### config.mk
export PLATFORM = sky130hd
export DESIGN_NAME = ddr_timing_mode_config
export DESIGN_NICKNAME = d
export VERILOG_FILES = /design/src/logic/ddr_cfg_pkg.sv /design/src/logic/cke_pair_ctrl.sv /design/src/logic/ddr_timing_mode_config.sv /design/src/logic/spacing_timer.sv
export SDC_FILE = /design/constraint.sdc
export NUM_CORES = 1
export LEC_CHECK = 0
export BUFFER_PORTS_ARGS = -buffer_cell sky130_fd_sc_hd__clkbuf_2
export CAP_MARGIN = 20
export CORE_UTILIZATION = 42
export CTS_BUF_LIST = sky130_fd_sc_hd__clkbuf_2
export CTS_CLUSTER_DIAMETER = 80
export DETAILED_ROUTE_END_ITERATION = 8
export GPL_ROUTABILITY_DRIVEN = 1
export GPL_TIMING_DRIVEN = 0
export SKIP_LAST_GASP = 1
export SLEW_MARGIN = 10
export SYNTH_ARGS = -nofsm -noshare
export SYNTH_HDL_FRONTEND = slang
export SYNTH_SLANG_ARGS = --single-unit
### constraint.sdc
create_clock -name CLK_I -period 4.1 [get_ports CLK_I]
set_input_delay 0.41 -clock CLK_I [delete_from_list [all_inputs] [get_ports CLK_I]]
set_output_delay 0.41 -clock CLK_I [all_outputs]
set_load 0.01 [all_outputs]
### src/logic/ddr_cfg_pkg.sv
// Purpose: Shared constants for the DDR timing and mode configuration block
// Assumes: 50 MHz DRAM clock, AXI4-Lite register access with 32-bit data
// Notes:   Offsets are byte addresses; one register per aligned word
package ddr_cfg_pkg;

  // ==========================================================================
  // Bus and clock
  // ==========================================================================
  localparam int          ADDR_W        = 8;
  localparam int          CNT_W         = 12;
  localparam int          CLK_PERIOD_NS = 20;
  localparam logic [1:0]  RESP_OKAY     = 2'h0;
  localparam logic [1:0]  RESP_SLVERR   = 2'h2;

  // ==========================================================================
  // Register map
  // ==========================================================================
  localparam logic [ADDR_W-1:0] DRAM_TIMING_OFS = 8'h78;
  localparam logic [ADDR_W-1:0] DRAM_MODE_OFS   = 8'h7c;
  localparam logic [ADDR_W-1:0] CTRL_STATUS_OFS = 8'h80;
  localparam logic [31:0]       DRAM_TIMING_RST = 32'h0000_0010;
  localparam logic [31:0]       DRAM_MODE_RST   = 32'h0000_0000;
  localparam logic [31:0]       DRAM_TIMING_WM  = 32'h0007_0635;
  localparam logic [31:0]       DRAM_MODE_WM    = 32'hff30_0700;

  // ==========================================================================
  // Field positions
  // ==========================================================================
  localparam int IDLE_LSB = 16;
  localparam int TRAS_LSB = 9;
  localparam int CL_LSB   = 4;
  localparam int TRCD_BIT = 2;
  localparam int TRP_BIT  = 0;
  localparam int REV_LSB  = 30;
  localparam int INIT_BIT = 29;
  localparam int DPD_BIT  = 28;
  localparam int ROWS_LSB = 24;
  localparam int DIM_LSB  = 20;
  localparam int RRS_LSB  = 8;

  // ==========================================================================
  // Encodings and timing counts (DRAM clocks; the REF_*_NS refresh intervals are in ns)
  // ==========================================================================
  localparam logic [1:0]       CL_2P5    = 2'h0;
  localparam logic [1:0]       DIM_ECC   = 2'h2;
  localparam logic [CNT_W-1:0] TRAS_C0   = 12'h007;
  localparam logic [CNT_W-1:0] TRAS_C1   = 12'h006;
  localparam logic [CNT_W-1:0] TRAS_C2   = 12'h005;
  localparam logic [CNT_W-1:0] TRCD_C0   = 12'h003;
  localparam logic [CNT_W-1:0] TRCD_C1   = 12'h002;
  localparam logic [CNT_W-1:0] TRP_C0    = 12'h003;
  localparam logic [CNT_W-1:0] TRP_C1    = 12'h002;
  localparam logic [CNT_W-1:0] IDLE_C1   = 12'h000;
  localparam logic [CNT_W-1:0] IDLE_C2   = 12'h008;
  localparam logic [CNT_W-1:0] IDLE_C3   = 12'h010;
  localparam logic [CNT_W-1:0] IDLE_C4   = 12'h040;
  localparam logic [CNT_W-1:0] REF_FAST  = 12'h040;
  localparam int               REF_A_NS  = 15600;
  localparam int               REF_B_NS  = 7800;
  localparam int               REF_C_NS  = 64000;
  localparam logic [CNT_W-1:0] REF_A_CYC = CNT_W'(REF_A_NS / CLK_PERIOD_NS);
  localparam logic [CNT_W-1:0] REF_B_CYC = CNT_W'(REF_B_NS / CLK_PERIOD_NS);
  localparam logic [CNT_W-1:0] REF_C_CYC = CNT_W'(REF_C_NS / CLK_PERIOD_NS);
  localparam int               CAS_PIPE  = 3;
  localparam int               NUM_PAIRS = 4;

  typedef enum logic [2:0] {
    CMD_NOP     = 3'h0,
    CMD_ACT     = 3'h1,
    CMD_RD      = 3'h2,
    CMD_WR      = 3'h3,
    CMD_PRE_ALL = 3'h4,
    CMD_REF     = 3'h5
  } cmd_e;

endpackage

### src/logic/cke_pair_ctrl.sv
// Purpose: Clock-enable control for one pair of memory rows
// Assumes: Sequencer only issues to a pair whose clock enable is high
// Notes:   A wake request outranks power-down entry
`timescale 1ns/1ps
module cke_pair_ctrl (
  input  wire logic CLK_I,
  input  wire logic RSTN_I,
  input  wire logic enable_i,
  input  wire logic closed_i,
  input  wire logic wake_i,
  output logic      cke_o
);
  always_ff @(posedge CLK_I or negedge RSTN_I) begin
    if (!RSTN_I) begin
      cke_o <= 1'b1;
    end else if (wake_i || !enable_i) begin
      cke_o <= 1'b1;
    end else if (closed_i) begin
      cke_o <= 1'b0;
    end
  end
endmodule

### src/logic/ddr_timing_mode_config.sv
// Purpose: DDR command timing and mode configuration with a small command sequencer
// Assumes: One open row at a time; requests held stable until accepted
// Notes:   Registers reached over AXI4-Lite; unmapped addresses answer SLVERR
// Overview of operation
// - After the programmed idle count with no work, all open pages are precharged.
// - A precharge follows an activate by no fewer than the programmed tRAS clocks.
// - Read data is captured a CAS latency of 2 or 2.5 clocks after the read is sampled.
// - A read or write follows its row activate by the programmed tRCD clocks.
// - An activate follows a precharge by the programmed tRP clocks.
// - With power-down on, a fully precharged row pair sleeps and wakes on access.
// - Power-down is entered by dropping clock enable and left by raising it.
// - Data-integrity code 00 runs without checking and 10 checks and corrects.
// - Refreshes are issued at the interval chosen by the refresh-rate field.
`timescale 1ns/1ps
module ddr_timing_mode_config (
  input  wire logic                         CLK_I,
  input  wire logic                         RSTN_I,
  input  wire logic [ddr_cfg_pkg::ADDR_W-1:0] AWADDR_I,
  input  wire logic                         AWVALID_I,
  output logic                              AWREADY_O,
  input  wire logic [31:0]                  WDATA_I,
  input  wire logic [3:0]                   WSTRB_I,
  input  wire logic                         WVALID_I,
  output logic                              WREADY_O,
  output logic [1:0]                        BRESP_O,
  output logic                              BVALID_O,
  input  wire logic                         BREADY_I,
  input  wire logic [ddr_cfg_pkg::ADDR_W-1:0] ARADDR_I,
  input  wire logic                         ARVALID_I,
  output logic                              ARREADY_O,
  output logic [31:0]                       RDATA_O,
  output logic [1:0]                        RRESP_O,
  output logic                              RVALID_O,
  input  wire logic                         RREADY_I,
  input  wire logic                         REQ_VALID_I,
  output logic                              REQ_READY_O,
  input  wire logic                         REQ_WRITE_I,
  input  wire logic [1:0]                   REQ_PAIR_I,
  input  wire logic [1:0]                   REQ_BANK_I,
  input  wire logic [12:0]                  REQ_ROW_I,
  output ddr_cfg_pkg::cmd_e                 CMD_O,
  output logic [1:0]                        CMD_PAIR_O,
  output logic [1:0]                        CMD_BANK_O,
  output logic [12:0]                       CMD_ROW_O,
  output logic [ddr_cfg_pkg::NUM_PAIRS-1:0] CKE_O,
  output logic                              RD_CAPTURE_O,
  output logic                              RD_HALF_O,
  output logic                              ECC_CHECK_O,
  output logic                              INIT_DONE_O
);
  import ddr_cfg_pkg::*;

  // ==========================================================================
  // Registers and bus state
  // ==========================================================================
  logic [31:0]       dram_timing_reg;
  logic [31:0]       dram_mode_reg;
  logic              aw_held;
  logic              w_held;
  logic [ADDR_W-1:0] aw_addr;
  logic [31:0]       w_data;
  logic [3:0]        w_strb;
  logic              do_write;
  logic [31:0]       strobe_mask;
  logic [31:0]       rd_word;
  logic              rd_hit;
  logic              wr_hit;

  // ==========================================================================
  // Sequencer state
  // ==========================================================================
  typedef enum logic [0:0] {
    ST_CLOSED = 1'b0,
    ST_OPEN   = 1'b1
  } row_state_e;

  row_state_e        row_state;
  cmd_e              next_cmd;
  logic [1:0]        open_pair;
  logic [1:0]        open_bank;
  logic [12:0]       open_row;
  logic              row_hit;
  logic              busy;
  logic              refresh_due;
  logic              ref_done;
  logic              tras_done;
  logic              trcd_done;
  logic              trp_done;
  logic              idle_done;
  logic              idle_armed;
  logic              ref_enabled;
  logic [CNT_W-1:0]  tras_cyc;
  logic [CNT_W-1:0]  trcd_cyc;
  logic [CNT_W-1:0]  trp_cyc;
  logic [CNT_W-1:0]  idle_cyc;
  logic [CNT_W-1:0]  ref_cyc;
  logic [CAS_PIPE-1:0] cas_pipe;
  logic              wake_all;

  // ==========================================================================
  // Write channel
  // ==========================================================================
  assign AWREADY_O = !aw_held && !BVALID_O;
  assign WREADY_O  = !w_held && !BVALID_O;
  assign do_write  = aw_held && w_held && !BVALID_O;
  assign wr_hit    = (aw_addr == DRAM_TIMING_OFS) || (aw_addr == DRAM_MODE_OFS);

  always_comb begin
    for (int b = 0; b < 4; b++) begin
      strobe_mask[8*b +: 8] = {8{w_strb[b]}};
    end
  end

  always_ff @(posedge CLK_I or negedge RSTN_I) begin
    if (!RSTN_I) begin
      aw_held <= 1'b0;
      aw_addr <= '0;
    end else if (AWVALID_I && AWREADY_O) begin
      aw_held <= 1'b1;
      aw_addr <= AWADDR_I;
    end else if (do_write) begin
      aw_held <= 1'b0;
    end
  end

  always_ff @(posedge CLK_I or negedge RSTN_I) begin
    if (!RSTN_I) begin
      w_held <= 1'b0;
      w_data <= '0;
      w_strb <= '0;
    end else if (WVALID_I && WREADY_O) begin
      w_held <= 1'b1;
      w_data <= WDATA_I;
      w_strb <= WSTRB_I;
    end else if (do_write) begin
      w_held <= 1'b0;
    end
  end

  always_ff @(posedge CLK_I or negedge RSTN_I) begin
    if (!RSTN_I) begin
      BVALID_O <= 1'b0;
      BRESP_O  <= RESP_OKAY;
    end else if (do_write) begin
      BVALID_O <= 1'b1;
      BRESP_O  <= wr_hit ? RESP_OKAY : RESP_SLVERR;
    end else if (BREADY_I) begin
      BVALID_O <= 1'b0;
    end
  end

  // Reserved bits stay zero; version and row-limit fields are stored as written
  always_ff @(posedge CLK_I or negedge RSTN_I) begin
    if (!RSTN_I) begin
      dram_timing_reg <= DRAM_TIMING_RST;
      dram_mode_reg   <= DRAM_MODE_RST;
    end else if (do_write && aw_addr == DRAM_TIMING_OFS) begin
      dram_timing_reg <= (dram_timing_reg & ~(strobe_mask & DRAM_TIMING_WM))
                       | (w_data & strobe_mask & DRAM_TIMING_WM);
    end else if (do_write && aw_addr == DRAM_MODE_OFS) begin
      dram_mode_reg <= (dram_mode_reg & ~(strobe_mask & DRAM_MODE_WM))
                     | (w_data & strobe_mask & DRAM_MODE_WM);
    end
  end

  // ==========================================================================
  // Read channel
  // ==========================================================================
  assign ARREADY_O = !RVALID_O;

  always_comb begin
    rd_hit  = 1'b1;
    rd_word = '0;
    unique case (ARADDR_I)
      DRAM_TIMING_OFS: rd_word = dram_timing_reg;
      DRAM_MODE_OFS:   rd_word = dram_mode_reg;
      CTRL_STATUS_OFS: rd_word = {22'h0, cas_pipe[0], CMD_O, refresh_due,
                                  row_state == ST_OPEN, CKE_O};
      default:         rd_hit = 1'b0;
    endcase
  end

  always_ff @(posedge CLK_I or negedge RSTN_I) begin
    if (!RSTN_I) begin
      RVALID_O <= 1'b0;
      RDATA_O  <= '0;
      RRESP_O  <= RESP_OKAY;
    end else if (ARVALID_I && ARREADY_O) begin
      RVALID_O <= 1'b1;
      RDATA_O  <= rd_word;
      RRESP_O  <= rd_hit ? RESP_OKAY : RESP_SLVERR;
    end else if (RREADY_I) begin
      RVALID_O <= 1'b0;
    end
  end

  // ==========================================================================
  // Field decode into clock counts
  // ==========================================================================
  always_comb begin
    unique case (dram_timing_reg[TRAS_LSB +: 2])
      2'h1:    tras_cyc = TRAS_C1;
      2'h2:    tras_cyc = TRAS_C2;
      default: tras_cyc = TRAS_C0;
    endcase
    trcd_cyc   = dram_timing_reg[TRCD_BIT] ? TRCD_C1 : TRCD_C0;
    trp_cyc    = dram_timing_reg[TRP_BIT] ? TRP_C1 : TRP_C0;
    idle_armed = 1'b1;
    unique case (dram_timing_reg[IDLE_LSB +: 3])
      3'h1:    idle_cyc = IDLE_C1;
      3'h2:    idle_cyc = IDLE_C2;
      3'h3:    idle_cyc = IDLE_C3;
      3'h4:    idle_cyc = IDLE_C4;
      default: begin
        idle_cyc   = '0;
        idle_armed = 1'b0;
      end
    endcase
    ref_enabled = 1'b1;
    unique case (dram_mode_reg[RRS_LSB +: 3])
      3'h1:    ref_cyc = REF_A_CYC;
      3'h2:    ref_cyc = REF_B_CYC;
      3'h3:    ref_cyc = REF_C_CYC;
      3'h7:    ref_cyc = REF_FAST;
      default: begin
        ref_cyc     = '0;
        ref_enabled = 1'b0;
      end
    endcase
  end

  assign ECC_CHECK_O = (dram_mode_reg[DIM_LSB +: 2] == DIM_ECC);
  assign INIT_DONE_O = dram_mode_reg[INIT_BIT];

  // ==========================================================================
  // Spacing timers
  // ==========================================================================
  spacing_timer u_tras (
    .CLK_I   (CLK_I),
    .RSTN_I  (RSTN_I),
    .load_i  (next_cmd == CMD_ACT),
    .value_i (tras_cyc),
    .done_o  (tras_done)
  );

  spacing_timer u_trcd (
    .CLK_I   (CLK_I),
    .RSTN_I  (RSTN_I),
    .load_i  (next_cmd == CMD_ACT),
    .value_i (trcd_cyc),
    .done_o  (trcd_done)
  );

  spacing_timer u_trp (
    .CLK_I   (CLK_I),
    .RSTN_I  (RSTN_I),
    .load_i  (next_cmd == CMD_PRE_ALL || next_cmd == CMD_REF),
    .value_i (trp_cyc),
    .done_o  (trp_done)
  );

  spacing_timer u_idle (
    .CLK_I   (CLK_I),
    .RSTN_I  (RSTN_I),
    .load_i  (busy || next_cmd != CMD_NOP),
    .value_i (idle_cyc),
    .done_o  (idle_done)
  );

  spacing_timer u_refi (
    .CLK_I   (CLK_I),
    .RSTN_I  (RSTN_I),
    .load_i  (next_cmd == CMD_REF || !ref_enabled),
    .value_i (ref_cyc),
    .done_o  (ref_done)
  );

  // Pending refresh; issuing a refresh outranks expiry
  always_ff @(posedge CLK_I or negedge RSTN_I) begin
    if (!RSTN_I) begin
      refresh_due <= 1'b0;
    end else if (ref_enabled && ref_done && next_cmd != CMD_REF) begin
      refresh_due <= 1'b1;
    end else if (next_cmd == CMD_REF || !ref_enabled) begin
      refresh_due <= 1'b0;
    end
  end

  // ==========================================================================
  // Command choice
  // ==========================================================================
  assign row_hit  = (open_pair == REQ_PAIR_I) && (open_bank == REQ_BANK_I)
                  && (open_row == REQ_ROW_I);
  assign wake_all = refresh_due || (ref_enabled && ref_done);

  always_comb begin
    next_cmd    = CMD_NOP;
    REQ_READY_O = 1'b0;
    busy        = 1'b0;
    if (wake_all) begin
      busy = 1'b1;
      if (row_state == ST_OPEN) begin
        if (tras_done) begin
          next_cmd = CMD_PRE_ALL;
        end
      end else if (trp_done && (&CKE_O)) begin
        next_cmd = CMD_REF;
      end
    end else if (REQ_VALID_I) begin
      busy = 1'b1;
      if (CKE_O[REQ_PAIR_I]) begin
        if (row_state == ST_OPEN && row_hit) begin
          if (trcd_done) begin
            next_cmd    = REQ_WRITE_I ? CMD_WR : CMD_RD;
            REQ_READY_O = 1'b1;
          end
        end else if (row_state == ST_OPEN) begin
          if (tras_done) begin
            next_cmd = CMD_PRE_ALL;
          end
        end else if (trp_done) begin
          next_cmd = CMD_ACT;
        end
      end
    end else if (row_state == ST_OPEN && idle_armed && idle_done && tras_done) begin
      next_cmd = CMD_PRE_ALL;
    end
  end

  // ==========================================================================
  // Command outputs and open-row tracking
  // ==========================================================================
  always_ff @(posedge CLK_I or negedge RSTN_I) begin
    if (!RSTN_I) begin
      CMD_O      <= CMD_NOP;
      CMD_PAIR_O <= '0;
      CMD_BANK_O <= '0;
      CMD_ROW_O  <= '0;
    end else begin
      CMD_O <= next_cmd;
      if (next_cmd == CMD_ACT || next_cmd == CMD_RD || next_cmd == CMD_WR) begin
        CMD_PAIR_O <= REQ_PAIR_I;
        CMD_BANK_O <= REQ_BANK_I;
        CMD_ROW_O  <= REQ_ROW_I;
      end
    end
  end

  always_ff @(posedge CLK_I or negedge RSTN_I) begin
    if (!RSTN_I) begin
      row_state <= ST_CLOSED;
      open_pair <= '0;
      open_bank <= '0;
      open_row  <= '0;
    end else if (next_cmd == CMD_ACT) begin
      row_state <= ST_OPEN;
      open_pair <= REQ_PAIR_I;
      open_bank <= REQ_BANK_I;
      open_row  <= REQ_ROW_I;
    end else if (next_cmd == CMD_PRE_ALL) begin
      row_state <= ST_CLOSED;
    end
  end

  // ==========================================================================
  // Read capture after CAS latency
  // ==========================================================================
  always_ff @(posedge CLK_I or negedge RSTN_I) begin
    if (!RSTN_I) begin
      cas_pipe  <= '0;
      RD_HALF_O <= 1'b0;
    end else begin
      cas_pipe <= {cas_pipe[CAS_PIPE-2:0], next_cmd == CMD_RD};
      if (next_cmd == CMD_RD) begin
        RD_HALF_O <= (dram_timing_reg[CL_LSB +: 2] == CL_2P5);
      end
    end
  end

  assign RD_CAPTURE_O = cas_pipe[CAS_PIPE-1];

  // ==========================================================================
  // Dynamic power-down per row pair
  // ==========================================================================
  for (genvar p = 0; p < NUM_PAIRS; p++) begin : g_pair
    cke_pair_ctrl u_cke (
      .CLK_I    (CLK_I),
      .RSTN_I   (RSTN_I),
      .enable_i (dram_mode_reg[DPD_BIT]),
      .closed_i (!(row_state == ST_OPEN && open_pair == 2'(p))),
      .wake_i   (wake_all || (REQ_VALID_I && REQ_PAIR_I == 2'(p))),
      .cke_o    (CKE_O[p])
    );
  end

endmodule

### src/logic/spacing_timer.sv
// Purpose: Loadable down counter that flags when a spacing has elapsed
// Assumes: Load value is the spacing in clocks; done comes one clock before it elapses
// Notes:   Done at a count of one, so a gated command lands on its spacing
`timescale 1ns/1ps
module spacing_timer (
  input  wire logic                        CLK_I,
  input  wire logic                        RSTN_I,
  input  wire logic                        load_i,
  input  wire logic [ddr_cfg_pkg::CNT_W-1:0] value_i,
  output logic                             done_o
);
  import ddr_cfg_pkg::*;

  logic [CNT_W-1:0] count;

  always_ff @(posedge CLK_I or negedge RSTN_I) begin
    if (!RSTN_I) begin
      count <= '0;
    end else if (load_i) begin
      count <= value_i;
    end else if (count != '0) begin
      count <= count - 1'b1;
    end
  end

  assign done_o = (count[CNT_W-1:1] == '0);
endmodule

==> summary.md, run 1 <==
| Metric | Value |
|---|---|
| Outcome | completed |
| R2R Setup Slk | 1160 ps |
| Most common cell after layout, fill and taps aside | dfrtp_1 |
| Crit path DAT | 2660 ps |
| Synth Area in Simple Gates | 16.4% |
| Endpoints failing setup | 0 |
| Fin area | 0.0109 sq mm |
| Worst hold path depth | 4 |
| CTS tree | built |
| Largest family of logic cells by synthesized area | simple AND/OR/NAND/NOR gates |
| Final Max Slew Viols | 0 |
| RSZ-0062 raised after global routing | no |
| FMAX | 325 MHz |
| Total number of vias | 6,486 |
| CP Launch Type | register |
| I/O Buffers | 124 |
| Clk pwr share | 16.6% |
| Number of synthesized flops with an enable pin | 0 |
| Worst-Skew Late Latency | 750 ps |
| WS Path Type | reg2out |
| WHS | 131 ps |
| Routed Antenna Nets | 0 |
| Reg2Reg Depth | 8 |
| Starting Density | 42.9% |
| H-tree levels | 4 |
| Die ar. | 0.0221 sq mm |
| Post_cts resized | 0 |
| DRC | 0 |
| Total Routing Usage GR | 18.6% |
| FFs w/ async S/R, synth | 100% |
| First-pass GRT wire length | 32,200 um |
| Antenna violations before repair | 1 |
| Adder-cell share of the synthesized area | 0.692% |
| Nets | 1,092 |
| Share of layout cells above drive strength 1 | 29.5% |
| DP Area | 0.0101 sq mm |
| Compound-Gate Fraction of Synth Area | 7.42% |
| Synth Area in XOR/XNOR | 5.33% |
| CTS max path bufs | 2 |
| Setup Fix Bufs, Post-CTS | 0 |
| TritonRoute pass-1 iters | 4 |
| Fin crit period | 3070 ps |
| Comb pwr share | 31.6% |
| Most frequent cells in the layout | 186 x dfrtp_1, 140 x clkbuf_2, 81 x nand2_1, 79 x mux2_2, 69 x nor2_1 |
| Clock transition at path regs | 270 ps |
| Clock sinks | 191 |
| CP Capture Type | output port |
| Final hold vios | 0 |
| Final Skew | 32.1 ps |
| Die Y | 149 um |
| Drt total wl | 19,700 um |
| Vias in the first global route | 6,385 |
| Gpl congestion | 0.824 |
| Critical path required time | 3690 ps |
| CORE AREA | 0.0211 sq mm |
| CP max FO | 6 |
| Slew @ Worst Pin | 814 ps |
| Maximum vdd drop | 306 uV |
| First DRT Iteration DRCs | 332 |
| Vias per Instance | 5.00 |
| Avg Inst Size Synth | 11.3 sq um |
| Leak pwr | 5.02 nW |
| R2R Path Start | u_refi.count[9] |
| Multiplexer share of the synthesized area | 13.2% |
| Switching Share | 35.0% |
| Int Power | 3.61 mW |
| Yosys warns | 0 |
| CTS Hold Bufs | 58 |
| Cell area after synthesis | 0.00904 sq mm |
| Fin crit share | 75.0% |
| Die Span X | 149 um |
| Slowest stage delay, CP | 480 ps |
| Slowest-stage cell, CP | dfrtp_1 |
| Post-synth cell types | 76 |
| Largest net degree at the start of global routing | 76 |
| Sequential share of power | 51.8% |
| Detail Placement HPWL | 14,100 um |
| I/O Pins | 148 |
| Top_reg_cell synth | dfrtp_1 |
| Syn Inst Count | 797 |
| Rel. slew slack | 45.2% |
| Cts bufs inserted | 17 |
| Pwr Density | 508 mW/mm^2 |
| Hold path start | ARADDR_I[7] |
| Hold EP | RRESP_O[1] |
| Rows | 53 |
| Worst R2R End | CMD_ROW_O[7] |
| Root Driver | clkbuf_2 |
| Psw | 1.94 mW |
| Total grt overflow | 0 |
| Worst min-delay path class | in2reg |
| Routed len/inst | 15.2 um |
| Cells along the critical path | nor3_1, nand4_2, o211a_2, and4_1, clkbuf_2 |
| Register area share after synthesis | 52.9% |
| Max-cap violations | 0 |
| Layout area overhead | 20.8% |
| Flops & latches, synth | 191 |
| Final Util | 51.8% |
==> power by group through the flow <==
| stage | clock network (mW) | logic [mW] | registers, mW |
|---|---|---|---|
| after global placement | 0 | 1.68 | 2.90 |
| after CTS | 0.969 | 1.77 | 2.87 |
| after global routing | 1.04 | 1.98 | 2.95 |
| after detailed placement | 0 | 1.73 | 2.91 |
| after floorplan | 0 | 1.29 | 2.84 |
| final | 0.921 | 1.75 | 2.87 |
==> final cells by class <==
cell class | instances | area [sq um]
inverters | 19 | 71.3
clock buffers | 17 | 85.1
well taps | 275 | 344
repair buffers | 184 | 1260
fillers | 1949 | 10200
clock inverters | 15 | 151
multi-input cells | 554 | 3930
diodes | 1 | 2.50
plain buffers | 42 | 288
flip-flops and latches | 191 | 4790
==> critical path: cells and delay by family (launching register included) <==
kind                   cells  cell delay (ps)
AOI/OAI and AO/OA          1              360
buffers and inverters      1              140
and+or+nand+nor            3              950
DFF                        1              480
==> routing by layer <==
layer  vias up  GRT usage [%]  wire (um)
li1       3202              -          -
met1      3143           25.4       9210
met2       130           30.0       9450
met3        11           4.13        820
met4         0           4.59        179
met5         -              0          0
==> worst max path at each step <==
stage / from / endpoint / slack [ps] / cells after the start
floorplan: u_refi.count[8] / CMD_BANK_O[0] / 1610 / 8
global placement: RSTN_I / aw_addr[0] / -1170 / 1
detailed placement: REQ_ROW_I[2] / CMD_ROW_O[11] / 1110 / 8
CTS: u_refi.count[9] / REQ_READY_O / 910 / 5
global route: u_refi.count[9] / REQ_READY_O / 750 / 5
finish: u_refi.count[9] / REQ_READY_O / 1030 / 5
==> synth_stat cells, types with 4 or more instances <==
cell type    n  share of area [%]
nand3b_1     4               0.33
o2111ai_1    6               0.58
nand4b_1     9               0.87
clkbuf_1    16               0.66
nor3_1      19                1.1
nor3b_1      6               0.50
nand2b_1     8               0.55
mux2_4      10                1.7
a21oi_1     19                1.1
and2_1       6               0.42
a22oi_1      7               0.58
nor2_1      69                2.9
o31ai_1      4               0.33
or4_1        4               0.33
nand3_1     11               0.61
mux2i_1     11                1.2
nand2_1     81                3.4
mux2_2      79                9.8
buf_4       15                1.2
or3_1        9               0.62
xor2_1      24                2.3
nor2b_1      6               0.42
o21ai_0     39                2.2
ha_1         5               0.69
buf_2        5               0.28
inv_1       19               0.79
dfrtp_1    186                 51
dfstp_2      5                1.5
nor4_1       7               0.48
nand4_1     10               0.69
xnor2_1     31                3.0
==> cell families (layout without fill, tap and decap cells) <==
group	count (synthesis)	after routing
buf+inv	61	277
flops	191	191
fa+ha+maj	5	5
simple gates	280	280
mux	102	102
compound gates	102	102
other cells	1	11
xor+xnor	55	55
==> through the flow <==
step	instances	setup TNS (ps)	worst slack [ps]	total power, mW
floorplan	806	0	1610	4.13
global placement	1205	-215000	-1170	4.57
detailed placement	1207	0	1110	4.63
CTS	1297	0	909	5.61
global route	1298	0	746	5.98
finish	1298	0	1030	5.55
Note: power is estimated with default switching activity, not from simulation.
==> inputs of run 2 (changes only) <==
==> constraint.sdc (replaced) <==
create_clock -name CLK_I -period 3.07 [get_ports CLK_I]
set_input_delay 0.307 -clock CLK_I [delete_from_list [all_inputs] [get_ports CLK_I]]
set_output_delay 0.307 -clock CLK_I [all_outputs]
set_load 0.01 [all_outputs]
==> run 2 against run 1 <==
Critical path depth increased by 3. Cell count rose by 0.85%. Sequential share of layout area decreased by 0.50 points. Cell area grew 1.2%. Clock power increased by 34%. Core utilization grew 0.61 points. Register-to-register slack worse by 950 ps. Worst setup slack worse by 820 ps. Largest cell class unchanged.
==> summary.md, run 2 (same netlist as run 1, synthesis figures left out) <==
| Metric | Value |
|---|---|
| First-pass GRT wire length | 32,400 um (+0.64%) |
| Routed Antenna Nets | 0 (unchanged) |
| Most common cell after layout, fill and taps aside | dfrtp_1 |
| Gpl congestion | 0.824 (unchanged) |
| CTS max path bufs | 2 (unchanged) |
| Slowest stage delay, CP | 560 ps (+80 ps) |
| DRC | 0 (unchanged) |
| Total grt overflow | 0 (unchanged) |
| Nets | 1,103 (+1.0%) |
| Antenna violations before repair | 1 (unchanged) |
| Rows | 53 (unchanged) |
| Maximum vdd drop | 409 uV (+34%) |
| WS Path Type | reg2reg |
| Fill count | 1,935 (-0.72%) |
| DP Area | 0.0101 sq mm (unchanged) |
| Pwr Density | 673 mW/mm^2 (+33%) |
| Max-cap violations | 0 (unchanged) |
| Outcome | completed |
| Cts bufs inserted | 17 (unchanged) |
| First DRT Iteration DRCs | 364 (+9.6%) |
| Clock sinks | 191 (unchanged) |
| Critical path required time | 3720 ps (+30 ps) |
| Routed len/inst | 15.2 um (+0.31%) |
| Leak pwr | 5.07 nW (+1.1%) |
| Layout area overhead | 22.2% |
| WHS | 88.4 ps (-42.7 ps) |
| Die Y | 149 um (unchanged) |
| Final hold vios | 0 (unchanged) |
| Slew @ Worst Pin | 847 ps (+33.1 ps) |
| I/O Buffers | 124 (unchanged) |
| Drt total wl | 19,900 um (+1.2%) |
| Total Routing Usage GR | 18.7% (+0.14 points) |
| Root Driver | clkbuf_2 |
| Rel. slew slack | 42.9% (-2.2 points) |
| Cells along the critical path | nor4_4, nand4_4, buf_4, o31ai_2, o21ai_2, a211oi_4, buf_12, mux2_4 |
| Final Skew | 33.5 ps (+1.42 ps) |
| Clock transition at path regs | 270 ps (about the same) |
| H-tree levels | 4 (unchanged) |
| Slowest-stage cell, CP | a211oi_4 |
| CTS tree | built |
| Vias per Instance | 4.99 (about the same) |
| Largest net degree at the start of global routing | 76 (unchanged) |
| I/O Pins | 148 (unchanged) |
| Endpoints failing setup | 0 (unchanged) |
| CP Launch Type | register |
| CP Capture Type | register |
| Most frequent cells in the layout | 185 x dfrtp_1, 140 x clkbuf_2, 81 x nand2_1, 79 x mux2_2, 69 x nor2_1 |
| CP max FO | 10 (+4) |
| Die ar. | 0.0221 sq mm (unchanged) |
| TritonRoute pass-1 iters | 4 (unchanged) |
| Die Span X | 149 um (unchanged) |
| Final Max Slew Viols | 0 (unchanged) |
| FMAX | 350 MHz |
| Share of layout cells above drive strength 1 | 30.1% (+0.65 points) |
| Crit path DAT | 3510 ps (+850 ps) |
| Total number of vias | 6,538 (+0.80%) |
| Fin area | 0.0111 sq mm (+1.2%) |
| Fin crit period | 2860 ps |
| Fin crit share | 93.2% |
| Worst-Skew Late Latency | 750 ps (about the same) |
| Starting Density | 42.9% (unchanged) |
| Detail Placement HPWL | 14,100 um (unchanged) |
| Worst min-delay path class | in2reg |
| CORE AREA | 0.0211 sq mm (unchanged) |
| Vias in the first global route | 6,414 (+0.45%) |
## run 2: cell count changes in the layout (fill, tap and decap cells not counted), sizes merged
cell         before  now
buf              27   34
dlygate4sd3      58   62
## run 2: where the power goes
group | switching (mW) | total, mW | internal (mW)
Combinational | 1.10 | 2.36 | 1.26
Sequential | 0.597 | 3.85 | 3.25
Clock | 0.915 | 1.23 | 0.319
Total | 2.61 | 7.44 | 4.83
## run 2: layout make-up
cell class | count | area [sq um] | area share (%)
repair buffers | 195 | 1370 | 12.3
clock inverters | 15 | 151 | 1.37
inverters | 19 | 71.3 | 0.645
multi-input cells | 554 | 3960 | 35.8
well taps | 275 | 344 | 3.11
plain buffers | 42 | 288 | 2.60
diodes | 1 | 2.50 | 0.0226
clock buffers | 17 | 85.1 | 0.770
flip-flops and latches | 191 | 4790 | 43.3
## run 2: path summary, 6_finish.rpt
path | startpoint | slack, ps | depth (start not counted) | end
setup / recovery | u_refi.count[5] | 210 | 8 | CMD_ROW_O[7]
setup reg to reg | u_refi.count[5] | 210 | 8 | CMD_ROW_O[7]
hold reg to reg | cas_pipe[1] | 430 | 0 | cas_pipe[2]
min in group asynchronous | RSTN_I | 530 | 3 | CMD_PAIR_O[0]
hold / removal | ARADDR_I[3] | 90 | 4 | RRESP_O[1]
max in group asynchronous | RSTN_I | 1370 | 5 | open_row[3]
## run 2: metrics by stage
step                cells  util [%]  setup TNS (ps)  setup WS, ps  total power, mW
floorplan             806         -               0           582             5.51
global placement     1205      47.6         -391040         -2100             6.11
detailed placement   1207      47.9               0           133             6.19
CTS                  1300      52.0               0          19.2             7.50
global route         1309      52.4           -5.56         -5.56             8.02
finish               1309      52.4               0           210             7.44
## run 2: layer usage
metal	global-route usage [%]	wire length (um)
met2	30.4	9600
met5	0	0
met4	4.59	159
met1	25.5	9250
met3	4.13	885
## run 2: worst max-delay path, delay by kind of cell (launching register included)
kind,cells,cell delay [ps]
buf+inv,2,430
mux,1,300
flops,1,500
compound gates,3,920
simple gates,2,630
## run 2: repair_timing
item / 4_1_cts / 5_1_grt
hold buffers: 61 / 1
pin swaps: 0 / 3
endpoints found under the setup margin: 1 / 2
hold endpoints to repair: 267 / 1
setup buffers: 0 / 6
gates resized for setup: 1 / 4
==> inputs of run 3 (changes only) <==
--- a/config.mk
+++ b/config.mk
@@ -17,4 +17,5 @@
 export SLEW_MARGIN = 10
 export SYNTH_ARGS = -nofsm -noshare
 export SYNTH_HDL_FRONTEND = slang
+export SYNTH_HIERARCHICAL = 1
 export SYNTH_SLANG_ARGS = --single-unit
==> run 3 against run 2 <==
Clock power increased by 12%. First-iteration DRC count fell by 9.1%. Non-clock buffer count grew 12. Sequential power decreased by 6.5%. Worst hold slack gained 1.4 ps. Clock skew grew 29 ps. The flow now finishes with violations (design-rule violations). Sequential share of layout area shrank 3.2 points. Via count is 11% higher. Critical path depth down 1. Worst setup slack worse by 130 ps. Die area is 4.3% higher. Critical path type is now reg2out. Largest cell class unchanged. Global-route usage is 1.0 points higher.
==> summary.md, run 3 <==
| Metric | Value |
|---|---|
| First DRT Iteration DRCs | 331 (-9.1%) |
| Largest cells by area after synthesis | dfrtp_1 49%, mux2_2 9.1%, nor2_1 3.0% |
| Clock transition at path regs | 320 ps (+50 ps) |
| Most frequent cells in the layout | 182 x dfrtp_1, 139 x clkbuf_2, 76 x nor2_1, 76 x mux2_2, 62 x dlygate4sd3_1 |
| Drt total wl | 21,900 um (+10%) |
| Total Routing Usage GR | 19.8% (+1.0 points) |
| Flops & latches, synth | 191 (unchanged) |
| Post-synth top cells | 186 x dfrtp_1, 76 x mux2_2, 76 x nor2_1 |
| Top_reg_cell synth | dfrtp_1 |
| Crit path DAT | 2690 ps (-820 ps) |
| First-pass GRT wire length | 36,600 um (+13%) |
| Most common cell after layout, fill and taps aside | dfrtp_1 |
| Maximum vdd drop | 405 uV (-0.88%) |
| Die ar. | 0.0231 sq mm (+4.3%) |
| H-tree levels | 4 (unchanged) |
| RSZ-0062 raised after global routing | yes |
| Final Util | 54.4% (+2.0 points) |
| Largest net degree at the start of global routing | 99 (+30%) |
| Max-cap violations | 0 (unchanged) |
| TritonRoute pass-1 iters | 6 (+2) |
| Pre-CTS WS | -811 ps (-945 ps) |
| I/O Pins | 148 (unchanged) |
| CTS max path bufs | 2 (unchanged) |
| Leak pwr | 5.41 nW (+6.7%) |
| Nets | 1,234 (+12%) |
| Yosys warns | 6 (+6) |
| Routed Antenna Nets | 0 (unchanged) |
| Gpl congestion | 0.830 (+0.74%) |
| Register area | 0.00479 sq mm (about the same) |
| Area of the multi-input gates | 0.00470 sq mm (+19%) |
| Most common cell in the netlist | dfrtp_1 |
| Violated checks | design-rule violations |
| DRC | 12 (+12) |
| Layout area overhead | 26.6% |
| Final Max Slew Viols | 0 (unchanged) |
| Register area share after synthesis | 50.7% (-2.2 points) |
| Slew @ Worst Pin | 886 ps (+39.2 ps) |
| Outcome | finished, violations left |
| Total grt overflow | 0 (unchanged) |
| Starting Density | 43.0% (+0.094 points) |
| Clk pwr share | 20.7% (+4.1 points) |
| Die Span X | 152 um (+2.1%) |
| Clock sinks | 191 (unchanged) |
| Pwr Density | 558 mW/mm^2 (-17%) |
| Fin crit period | 2990 ps (+133 ps) |
| Final hold vios | 0 (unchanged) |
| Avg Inst Size Synth | 10.9 sq um (-3.7%) |
| Largest area contributor in the netlist | dfrtp_1 |
| Syn Inst Count | 864 (+8.4%) |
| Cell area after synthesis | 0.00944 sq mm (+4.4%) |
| Comb pwr share | 25.3% (-6.4 points) |
| CP Launch Type | register |
| CP Capture Type | output port |
| Final Skew | 62.8 ps (+29.2 ps) |
| Fin area | 0.0120 sq mm (+8.1%) |
| Setup WS post-layout | 76.6 ps (-133 ps) |
| Detail Placement HPWL | 15,400 um (+9.3%) |
| Fill count | 1,967 (+1.7%) |
| Cts bufs inserted | 17 (unchanged) |
| Rel. slew slack | 40.9% (-2.0 points) |
| Switching Share | 36.5% (+1.4 points) |
| Share of layout cells above drive strength 1 | 30.3% (+0.18 points) |
| CTS tree | built |
| DP Area | 0.0107 sq mm (+5.5%) |
| CORE AREA | 0.0220 sq mm (+4.1%) |
| Die Y | 152 um (+2.1%) |
| Root Driver | clkbuf_2 |
| Routed len/inst | 15.2 um (about the same) |
| Total number of vias | 7,281 (+11%) |
| Vias per Instance | 5.06 (+1.2%) |
| I/O Buffers | 123 (-0.81%) |
| Yosys top cell area share | 49.3% (-2.1 points) |
| FFs w/ async S/R, synth | 100% (unchanged) |
| Worst min-delay path class | in2reg |
| Rows | 54 (+1.9%) |
| Endpoints failing setup | 0 (unchanged) |
| Antenna violations before repair | 1 (unchanged) |
| Sequential share of power | 54.0% (+2.3 points) |
| Psw | 2.44 mW (-6.7%) |
| Critical path required time | 2760 ps (-960 ps) |
| Fin crit share | 97.5% (+4.3 points) |
| Number of synthesized flops with an enable pin | 0 (unchanged) |
| Worst-Skew Late Latency | 800 ps (+50 ps) |
| WS Path Type | reg2out |
| FMAX | 334 MHz (-4.4%) |
| Int Power | 4.24 mW (-12%) |
| Post-synth cell types | 65 (-14%) |
| CP max FO | 5 (-5) |
| Vias in the first global route | 7,227 (+13%) |
## run 3: cell types whose count changed in the layout (fill, tap and decap cells not counted), sizes merged, moves of 10 or more
cell / delta
buf: +11
inv: +11
a22o: +10
nand2: -29
nor2: +10
conb: +44
nor4: +16
a21oi: +35
## run 3: worst paths after layout
| path | startpoint | endpoint | slack [ps] | cells after the start |
|---|---|---|---|---|
| setup / recovery | u_refi/count[1] | REQ_READY_O | 80 | 7 |
| hold / removal | ARADDR_I[4] | RDATA_O[9] | 90 | 5 |
| setup reg to reg | u_refi/count[8] | u_idle/count[3] | 140 | 13 |
| hold reg to reg | cas_pipe[1] | cas_pipe[2] | 400 | 0 |
| max in group asynchronous | RSTN_I | u_trp/count[4] | 1550 | 5 |
| min in group asynchronous | RSTN_I | RDATA_O[9] | 630 | 4 |
## run 3: power by group through the flow
stage / clock network (mW) / registers [mW] / logic [mW]
after global placement: 0 / 3.60 / 1.50
final: 1.38 / 3.60 / 1.69
after floorplan: 0 / 3.48 / 1.18
after global routing: 1.53 / 3.69 / 1.89
after detailed placement: 0 / 3.61 / 1.55
after CTS: 1.43 / 3.58 / 1.68
## run 3: kinds of logic (layout without fill, tap and decap cells)
| group | Yosys count | count (layout) | share of synthesized area, % |
|---|---|---|---|
| AOI/OAI and AO/OA | 159 | 159 | 10.7 |
| xor gates and xnor gates | 49 | 49 | 4.55 |
| adders and majority gates | 10 | 10 | 1.33 |
| buffers and inverters | 67 | 310 | 3.38 |
| DFF | 191 | 191 | 50.7 |
| muxes | 93 | 93 | 11.0 |
| other | 2 | 55 | 0.0796 |
| and+or+nand+nor | 293 | 293 | 18.2 |
## run 3: metrics by stage
step                      hold slack [ps]  instances  power, mW  TNS [ps]
after floorplan                      11.4        916       4.66         0
after global placement                338       1319       5.10   -440510
after detailed placement              347       1321       5.16    -35480
after CTS                            18.3       1430       6.69     -11.9
after global routing                 37.3       1440       7.10      -767
final                                89.9       1440       6.67         0
## run 3: final cells by class
class | instances | share of cell area [%]
Antenna cell | 1 | 0.0209
Buffer | 39 | 1.94
Clock buffer | 17 | 0.712
Clock inverter | 15 | 1.63
Inverter | 28 | 0.911
Multi-Input combinational cell | 658 | 39.3
Sequential cell | 191 | 40.1
Tap cell | 280 | 2.93
Timing Repair Buffer | 210 | 12.4
Timing Repair inverter | 1 | 0.0419
## run 3: what timing repair did
item | CTS | global route
setup endpoints to repair | 86 | 50
hold endpoints to repair | 221 | 22
hold buffers | 61 | 1
gates cloned | 1 | 0
setup buffers | 15 | 8
pin swaps | 9 | 8
gates resized for setup | 26 | 22
## run 3: worst max-delay path, cell delays in order (launching register included)
cell	delay, ps
dfrtp_1	490
or3_4	410
nor3_4	210
and3b_1	220
a311o_2	200
nor2_4	80
and3_4	190
buf_8	120
## run 3: per-layer routing
metal,part of all wire [%],track usage [%]
met4,0.67,4.18
met1,48,26.9
met3,4.3,4.48
met5,0,0
met2,47,32.3
